### src/hdl/acl_pkg.sv
package acl_pkg;

	// converter data width and conversion counter width
	localparam int RES_W = 10;
	localparam int CNT_W = 6;

	// conversion length in conversion-clock ticks (short sample)
	localparam logic [CNT_W-1:0] CONV_ADCK_8  = 6'h14;
	localparam logic [CNT_W-1:0] CONV_ADCK_10 = 6'h17;
	localparam logic [CNT_W-1:0] CNT_STEP     = 6'h01;

	// conversion clock source select codes
	localparam logic [1:0] CLKSEL_BUS      = 2'h0;
	localparam logic [1:0] CLKSEL_BUS_DIV2 = 2'h1;
	localparam logic [1:0] CLKSEL_ALT      = 2'h2;
	localparam logic [1:0] CLKSEL_ASYNC    = 2'h3;

	// positions inside the pin synchroniser vectors
	localparam int SYNC_HW    = 0;
	localparam int SYNC_ASYNC = 1;
	localparam int SYNC_WAIT  = 2;
	localparam int SYNC_STOP3 = 3;
	localparam int SYNC_STOP2 = 4;
	localparam int SYNC_W     = 5;

	// byte split of the result
	localparam int BYTE_W = 8;
	localparam int HIGH_W = RES_W - BYTE_W;

	typedef enum logic {
		ACL_IDLE,
		ACL_CONVERT
	} acl_state_t;

	typedef struct packed {
		acl_state_t          state;
		logic [CNT_W-1:0]    cnt;
		logic                conversion_complete_flag;
		logic [RES_W-1:0]    result;
		logic                sign;
		logic                blocking;
		logic [SYNC_W-1:0]   sync1;
		logic [SYNC_W-1:0]   sync2;
		logic                hwPrev;
		logic                asyncPrev;
		logic                div2;
	} acl_regs_t;

	localparam acl_regs_t ACL_REGS_RST = '0;

endpackage : acl_pkg

### src/hdl/acl_cmp_if.sv
`timescale 1ns/1ps
`default_nettype none

interface acl_cmp_if
	import acl_pkg::*;
();
	logic [RES_W-1:0] rawResult;
	logic [RES_W-1:0] compareValue;
	logic             tenBit;
	logic             greaterSel;
	logic [RES_W-1:0] diff;
	logic             diffSign;
	logic             condMet;

	modport requester (
		output rawResult,
		output compareValue,
		output tenBit,
		output greaterSel,
		input  diff,
		input  diffSign,
		input  condMet
	);

	modport unit (
		input  rawResult,
		input  compareValue,
		input  tenBit,
		input  greaterSel,
		output diff,
		output diffSign,
		output condMet
	);
endinterface : acl_cmp_if

`default_nettype wire

### src/hdl/acl_compare.sv
`timescale 1ns/1ps
`default_nettype none

module acl_compare
	import acl_pkg::*;
(
	acl_cmp_if.unit cmp
);
	logic [RES_W:0] termA;
	logic [RES_W:0] termB;
	logic [RES_W:0] wide;

	always_comb begin
		// zero sign bit added so both terms are positive signed values
		if (cmp.tenBit) begin
			termA = {1'b0, cmp.rawResult};
			termB = {1'b0, cmp.compareValue};
		end else begin
			termA = {{(HIGH_W + 1){1'b0}}, cmp.rawResult[BYTE_W-1:0]};
			termB = {{(HIGH_W + 1){1'b0}}, cmp.compareValue[BYTE_W-1:0]};
		end
		wide = termA - termB;
		cmp.diffSign = wide[RES_W];
		// sign bit dropped; in 8-bit operation only the low byte is kept
		if (cmp.tenBit) begin
			cmp.diff = wide[RES_W-1:0];
		end else begin
			cmp.diff = {{HIGH_W{1'b0}}, wide[BYTE_W-1:0]};
		end
		// upper limit: result >= compare; lower limit: result < compare
		cmp.condMet = cmp.greaterSel ? ~wide[RES_W] : wide[RES_W];
	end
endmodule : acl_compare

`default_nettype wire

### src/hdl/adc_compare_lowpower_control.sv
`timescale 1ns/1ps
`default_nettype none

// Summary of operation
// - limit compare runs only with compare enable set; else normal transfer
// - difference is conversion result minus the compare value
// - upper limit: flag set when result is at least the compare value
// - lower limit: flag set when result is below the compare value
// - interrupt raised while flag set and completion interrupt enabled
// - difference is one bit wider; stored with sign bit dropped
// - compare false: flag stays clear, result registers untouched
// - ten-bit: eleven-bit difference, lower ten bits stored
// - implied sign zero for upper limit, one for lower limit
// - compare keeps working in wait and stop3, interrupt wakes the processor
// - conversion running at wait entry runs to completion
// - in wait, hardware trigger and continuous mode start conversions
// - in wait, bus, bus half or async clock may pace conversions
// - completion in wait sets flag and raises enabled wake interrupt
// - stop3 without async clock aborts to idle, results kept
// - stop3 with async clock keeps converting and accepting starts
// - completion in stop3 sets flag and raises enabled wake interrupt
// - stop2 disables converter; all but the pin synchronisers return to reset values
// - single conversion with false compare ignores blocking and stops
// - writes to control two, config or compare values abort conversion
module adc_compare_lowpower_control
	import acl_pkg::*;
(
	// clock and reset
	input  wire logic               clk,
	input  wire logic               rst_n,

	// configuration levels
	input  wire logic               limitCompareEnable,
	input  wire logic               compareGreaterSelect,
	input  wire logic [HIGH_W-1:0]  compareValueHigh,
	input  wire logic [BYTE_W-1:0]  compareValueLow,
	input  wire logic               completionIrqEnable,
	input  wire logic               continuousConvertSelect,
	input  wire logic               hwTriggerEnable,
	input  wire logic               tenBitMode,
	input  wire logic [1:0]         clockSelect,

	// register access strobes, one cycle each
	input  wire logic               swStart,
	input  wire logic               configWrite,
	input  wire logic               resultHighRead,
	input  wire logic               resultLowRead,

	// same-domain clock enable and analog sample
	input  wire logic               alternateClockTick,
	input  wire logic [RES_W-1:0]   analogSample,

	// pins from other domains
	input  wire logic               hwTrigger,
	input  wire logic               asyncConversionClock,
	input  wire logic               waitMode,
	input  wire logic               stop3Mode,
	input  wire logic               stop2Mode,

	// status and results
	output logic                    conversionCompleteFlag,
	output logic                    conversionActive,
	output logic [BYTE_W-1:0]       resultHighByte,
	output logic [BYTE_W-1:0]       resultLowByte,
	output logic                    resultSign,
	output logic                    convIrq,
	output logic                    cpuWakeRequest
);
	acl_regs_t q;
	acl_regs_t d;

	acl_cmp_if cmpBus ();

	acl_compare compareUnit (
		.cmp (cmpBus.unit)
	);

	logic [SYNC_W-1:0] pinsIn;
	logic              hwEdge;
	logic              adckTick;
	logic              asyncSelected;
	logic              stop3Abort;
	logic [CNT_W-1:0]  convLen;
	logic [CNT_W-1:0]  cntNext;
	logic              startReq;
	logic              finish;
	logic              compareFalse;
	logic              cocoSet;
	logic              cocoClr;

	assign pinsIn = {stop2Mode, stop3Mode, waitMode, asyncConversionClock, hwTrigger};

	assign cmpBus.rawResult    = analogSample;
	assign cmpBus.compareValue = {compareValueHigh, compareValueLow};
	assign cmpBus.tenBit       = tenBitMode;
	assign cmpBus.greaterSel   = compareGreaterSelect;

	always_comb begin
		d = q;

		// two-stage synchronisers; only the second stage is read below
		d.sync1     = pinsIn;
		d.sync2     = q.sync1;
		d.hwPrev    = q.sync2[SYNC_HW];
		d.asyncPrev = q.sync2[SYNC_ASYNC];
		d.div2      = ~q.div2;

		hwEdge = hwTriggerEnable & q.sync2[SYNC_HW] & ~q.hwPrev;

		// conversion clock enable; the slow async clock is caught as a rising edge
		asyncSelected = (clockSelect == CLKSEL_ASYNC);
		case (clockSelect)
			CLKSEL_BUS: begin
				adckTick = 1'b1;
			end
			CLKSEL_BUS_DIV2: begin
				adckTick = q.div2;
			end
			CLKSEL_ALT: begin
				adckTick = alternateClockTick;
			end
			CLKSEL_ASYNC: begin
				adckTick = q.sync2[SYNC_ASYNC] & ~q.asyncPrev;
			end
			default: begin
				adckTick = 1'b0;
			end
		endcase

		// wait mode changes nothing here, so running conversions finish and
		// hardware or continuous starts are still taken
		stop3Abort = q.sync2[SYNC_STOP3] & ~asyncSelected;

		convLen  = tenBitMode ? CONV_ADCK_10 : CONV_ADCK_8;
		cntNext  = q.cnt + CNT_STEP;
		startReq = swStart | hwEdge;
		finish   = (q.state == ACL_CONVERT) && adckTick && (cntNext == convLen);

		compareFalse = limitCompareEnable & ~cmpBus.condMet;
		cocoSet      = 1'b0;
		cocoClr      = swStart | resultLowRead;

		// a read of the high byte in ten-bit mode holds off transfers until
		// the low byte is read
		if (resultHighRead && tenBitMode) begin
			d.blocking = 1'b1;
		end else if (resultLowRead) begin
			d.blocking = 1'b0;
		end

		case (q.state)
			ACL_IDLE: begin
				if (startReq) begin
					d.state = ACL_CONVERT;
					d.cnt   = '0;
				end
			end
			ACL_CONVERT: begin
				// an abort in the finishing cycle wins, so nothing is transferred
				if (finish && !configWrite && !stop3Abort) begin
					d.cnt = '0;
					if (compareFalse) begin
						// no flag, no transfer, blocking irrelevant
						d.state = continuousConvertSelect ? ACL_CONVERT : ACL_IDLE;
					end else if (q.blocking) begin
						// result lost, another conversion regardless of mode
						d.state = ACL_CONVERT;
					end else begin
						if (limitCompareEnable) begin
							d.result = cmpBus.diff;
							d.sign   = cmpBus.diffSign;
						end else begin
							// eight-bit operation keeps only the low byte of the sample
							d.result = tenBitMode ? analogSample
								: {{HIGH_W{1'b0}}, analogSample[BYTE_W-1:0]};
							d.sign   = 1'b0;
						end
						cocoSet = 1'b1;
						d.state = continuousConvertSelect ? ACL_CONVERT : ACL_IDLE;
					end
				end else if (adckTick) begin
					d.cnt = cntNext;
				end
				// hardware edges while busy are ignored
				if (swStart) begin
					d.state = ACL_CONVERT;
					d.cnt   = '0;
				end
			end
			default: begin
				d.state = ACL_IDLE;
				d.cnt   = '0;
			end
		endcase

		// set wins over clear
		d.conversion_complete_flag = cocoSet | (q.conversion_complete_flag & ~cocoClr);

		// a mode change makes the current conversion invalid; results untouched
		if (configWrite) begin
			d.state = ACL_IDLE;
			d.cnt   = '0;
		end

		// stop3 on a stopped clock: back to idle; a new trigger is needed after
		if (stop3Abort) begin
			d.state = ACL_IDLE;
			d.cnt   = '0;
		end

		// stop2 powers the converter down; all state returns to reset values
		// while the pin synchronisers keep running
		if (q.sync2[SYNC_STOP2]) begin
			d           = ACL_REGS_RST;
			d.sync1     = pinsIn;
			d.sync2     = q.sync1;
			d.hwPrev    = q.sync2[SYNC_HW];
			d.asyncPrev = q.sync2[SYNC_ASYNC];
		end
	end

	always_ff @(posedge clk or negedge rst_n) begin
		if (!rst_n) begin
			q <= ACL_REGS_RST;
		end else begin
			q <= d;
		end
	end

	assign conversionCompleteFlag = q.conversion_complete_flag;
	assign conversionActive       = (q.state == ACL_CONVERT);
	assign resultHighByte         = {{(BYTE_W - HIGH_W){1'b0}}, q.result[RES_W-1:BYTE_W]};
	assign resultLowByte          = q.result[BYTE_W-1:0];
	assign resultSign             = q.sign;
	// level interrupt follows the flag while enabled
	assign convIrq                = q.conversion_complete_flag & completionIrqEnable;
	assign cpuWakeRequest         = convIrq & (q.sync2[SYNC_WAIT] | q.sync2[SYNC_STOP3]);

endmodule : adc_compare_lowpower_control

`default_nettype wire

### config.mk
export PLATFORM = sky130hd
export DESIGN_NAME = adc_compare_lowpower_control
export DESIGN_NICKNAME = d
export VERILOG_FILES = /design/src/hdl/acl_pkg.sv /design/src/hdl/acl_cmp_if.sv /design/src/hdl/acl_compare.sv /design/src/hdl/adc_compare_lowpower_control.sv
export SDC_FILE = /design/constraint.sdc
export NUM_CORES = 1
export LEC_CHECK = 0
export ABC_AREA = 1
export BUFFER_PORTS_ARGS = -buffer_cell sky130_fd_sc_hd__buf_4
export CAP_MARGIN = 40
export CORE_MARGIN = 1.5
export CORE_UTILIZATION = 59
export CTS_BUF_LIST = sky130_fd_sc_hd__clkbuf_4 sky130_fd_sc_hd__clkbuf_8
export CTS_CLUSTER_DIAMETER = 50
export CTS_CLUSTER_SIZE = 25
export DETAILED_ROUTE_END_ITERATION = 10
export GPL_ROUTABILITY_DRIVEN = 0
export GPL_TIMING_DRIVEN = 0
export PLACE_DENSITY = 0.88
export SLEW_MARGIN = 5
export SYNTH_ARGS = -nofsm -noshare
export SYNTH_HDL_FRONTEND = slang
export SYNTH_HIERARCHICAL = 1
export SYNTH_SLANG_ARGS = --single-unit
### constraint.sdc
create_clock -name clk -period 2.97 [get_ports clk]
set_clock_uncertainty 0.05 [all_clocks]
set_input_delay 0.1485 -clock clk [delete_from_list [all_inputs] [get_ports clk]]
set_output_delay 0.1485 -clock clk [all_outputs]
set_load 0.005 [all_outputs]
==> impl_metrics.ini <==
[outcome]
status = finished, final reports clean

[die]
die_x_um = 65.7
rows = 22
design.die.area_um2 = 4310
coreArea_um2 = 3720
start_util_pct = 62.3
die_height_um = 65.7
io_pins = 61

[worst_setup_path]
max_stage_delay_ps = 450
crit_fanout = 10
cp-start-kind = input pin
slowest_stage = fa_1
worst_ep_required_time_ps = 3100
end_kind = flip-flop
arrival_ps = 2180
worstSetupPathType = input pin to flip-flop
worstPathCellList = buf_4, inv_1, ha_1, inv_1, fa_1, nand3_1, nand4_1, nand2_1, or2_0, nor3b_1, nand3_2, buf_4, nand3_1, nand2_1

[grt]
grt_remaining_overflow = 0
top_usage_layer = met2
grt_usage_pct = 27.6
grt_pass1_wl_mm = 9.10
use_met1_pct = 34.8
antenna_found_initial = 0
grt_max_degree = 34
first_global_vias = 2217
grt_util_met2_pct = 46.5
grtUsageMet3_pct = 4.97

[routing]
routedWlPerCell_um = 11.7
route.vias.total = 2273
routed_wl_mm = 5.34
dr.pass1.iters = 4
drtIter0Drc = 119
post_drt_via_cell_ratio = 5.00
ant_nets = 0
remaining_drc_errors = 0

[synth]
yosysSeqAreaShare_pct = 35.7
avgSynthCellArea_um2 = 6.93
synth_cells = 334
syn_area_um2 = 2320
ys_seq_elements = 33
synth_cell_type_count = 30
yosysWarnings = 6

[clock_network]
cts_sinks = 33
cts_made_buffers = 5
worst_skew_pair.late_latency_ps = 290
postCtsSetupBuffers = 0
clock_path_buffers = 2
post_cts_resize_count = 0
clock-root-buffer = clkbuf_8
cts_hold_buf = 6
h-tree-depth = 2
cts_tree = done
cts.clk_slew.worst_paths_ps = 70

[power_and_ir_drop]
leakage_nw = 1.67
power_density_nw_per_um2 = 414
irDropWorstVdd_mv = 0.336

[placed_design]
dp_hpwl_mm = 4.04
portBuffers = 54
place_inst = 441
place_ws_ps = 617

[sta]
tightest_slew_ps = 524
finalCriticalPeriod_ps = 2040
setup_ws_ps = 928
slew_viol_final = 0
finalSetupViolCount = 0
relSlewSlack_pct = 65.0
fin_tns_setup_ps = 0
rsz0062_at_grt = no
fmax_ghz = 0.490
fin_crit_sh_pct = 68.8
hold_viol_final = 0

[layout]
area_delta_synth_final_pct = 28.7
drive_above_1_share_pct = 22.9
nNetsFinal = 458
diodes = 0
stdcell_count = 455

[flow_run]
drv_cap = 0

[min_path]
min_path_type = input pin to flip-flop
## worst paths after layout
kind	from	to	cells after the start	slack (ps)
worst max-delay path	analogSample[0]	resultHighByte[1]$_DFFE_PN0P_	14	930
worst min-delay path	resultLowRead	q[13]$_DFFE_PN0P_	4	80
worst max register to register	q[26]$_DFFE_PN0P_	resultHighByte[1]$_DFFE_PN0P_	11	1130
worst min register to register	q[12]$_DFF_PN0_	q[7]$_DFF_PN0_	0	300
max in group asynchronous	rst_n	q[11]$_DFF_PN0_	2	2310
min in group asynchronous	rst_n	conversionActive$_DFF_PN0_	2	270
## stage by stage
step / power (mW) / instance area [um2] / util (%) / hold slack, ps
after floorplan: 0.673 / 2330 / - / -197
after global placement: 0.777 / 2800 / 75.4 / 59.6
after detailed placement: 0.785 / 2800 / 75.4 / 56.4
after CTS: 1.24 / 2980 / 80.2 / 74.6
after global routing: 1.29 / 2980 / 80.2 / 90.4
final: 1.23 / 2980 / 80.2 / 75.9
## cells in the mapped netlist (all sizes together)
library cell	instances	area (um2)
fa	1	20.0
inv	44	165
nand4	5	31.3
o21ai	8	47.5
a21oi	18	93.8
xnor2	3	26.3
nand3	33	175
ha	11	138
conb	1	3.75
a22oi	2	15.0
buf	19	143
nor3	2	10.0
clkbuf	2	7.51
or2	2	12.5
nand2	111	419
dfrtp	33	826
o21bai	2	15.0
nor2	32	125
xor2	4	35.0
nor3b	1	7.51
## cells by family (layout without fill, tap and decap cells)
logic type	count (synthesis)	after routing	synth area share, %
and+or+nand+nor	186	186	33.7
buffers and inverters	65	133	13.6
DFF	33	33	35.7
AOI/OAI and AO/OA	30	30	7.40
adders and majority gates	12	12	6.81
xor gates and xnor gates	7	7	2.65
other	1	6	0.162
## layer usage
metal	up-vias	routed length [um]
li1	1169	-
met1	1024	2410
met2	72	2590
met3	8	269
met4	0	68
met5	-	0
## cells in the final DEF (no fill, tap or decap), types with 2 or more instances in the layout
cell type and instances:
o21bai_1 2, nand2_1 110, dlygate4sd3_1 6, nor2_2 2, xnor2_1 3, conb_1 6, o21ai_2 2, inv_2 4
o21ai_0 3, a22oi_1 2, clkbuf_8 6, xor2_1 4, nand3_1 31, a21oi_1 17, dfrtp_1 33, o21ai_1 3
nor3_1 2, buf_4 71, nand4_1 5, nor2_1 30, ha_1 11, clkbuf_1 2, inv_1 40, nand3_2 2
## state kept, by name, summed over array words and instances, names as in the netlist
signal	count
resultSign	1
resultLowByte	8
conversionActive	1
conversionCompleteFlag	1
q	20
resultHighByte	2
## report_power, final
part           total [mW]  leakage, nW  switching, mW  internal, mW
clock               0.447       0.0574          0.174         0.273
sequential          0.490        0.422         0.0150         0.475
combinational       0.297         1.19          0.150         0.147
total                1.23         1.67          0.340         0.894
## worst max-delay path: cells and delay by family
kind / cells / cell delay (ps)
buf+inv: 4 / 440
simple gates: 8 / 980
fa+ha+maj: 2 / 590
## layout make-up
class	count	area, um2
clock buffer	6	82.6
fill	278	736
sequential	33	826
inverter	44	165
multi-input combinational	241	1190
clock inverter	2	37.5
tap	48	60.1
timing repair buffer	60	465
buffer	21	150
Note: power is estimated with default switching activity, not from simulation.
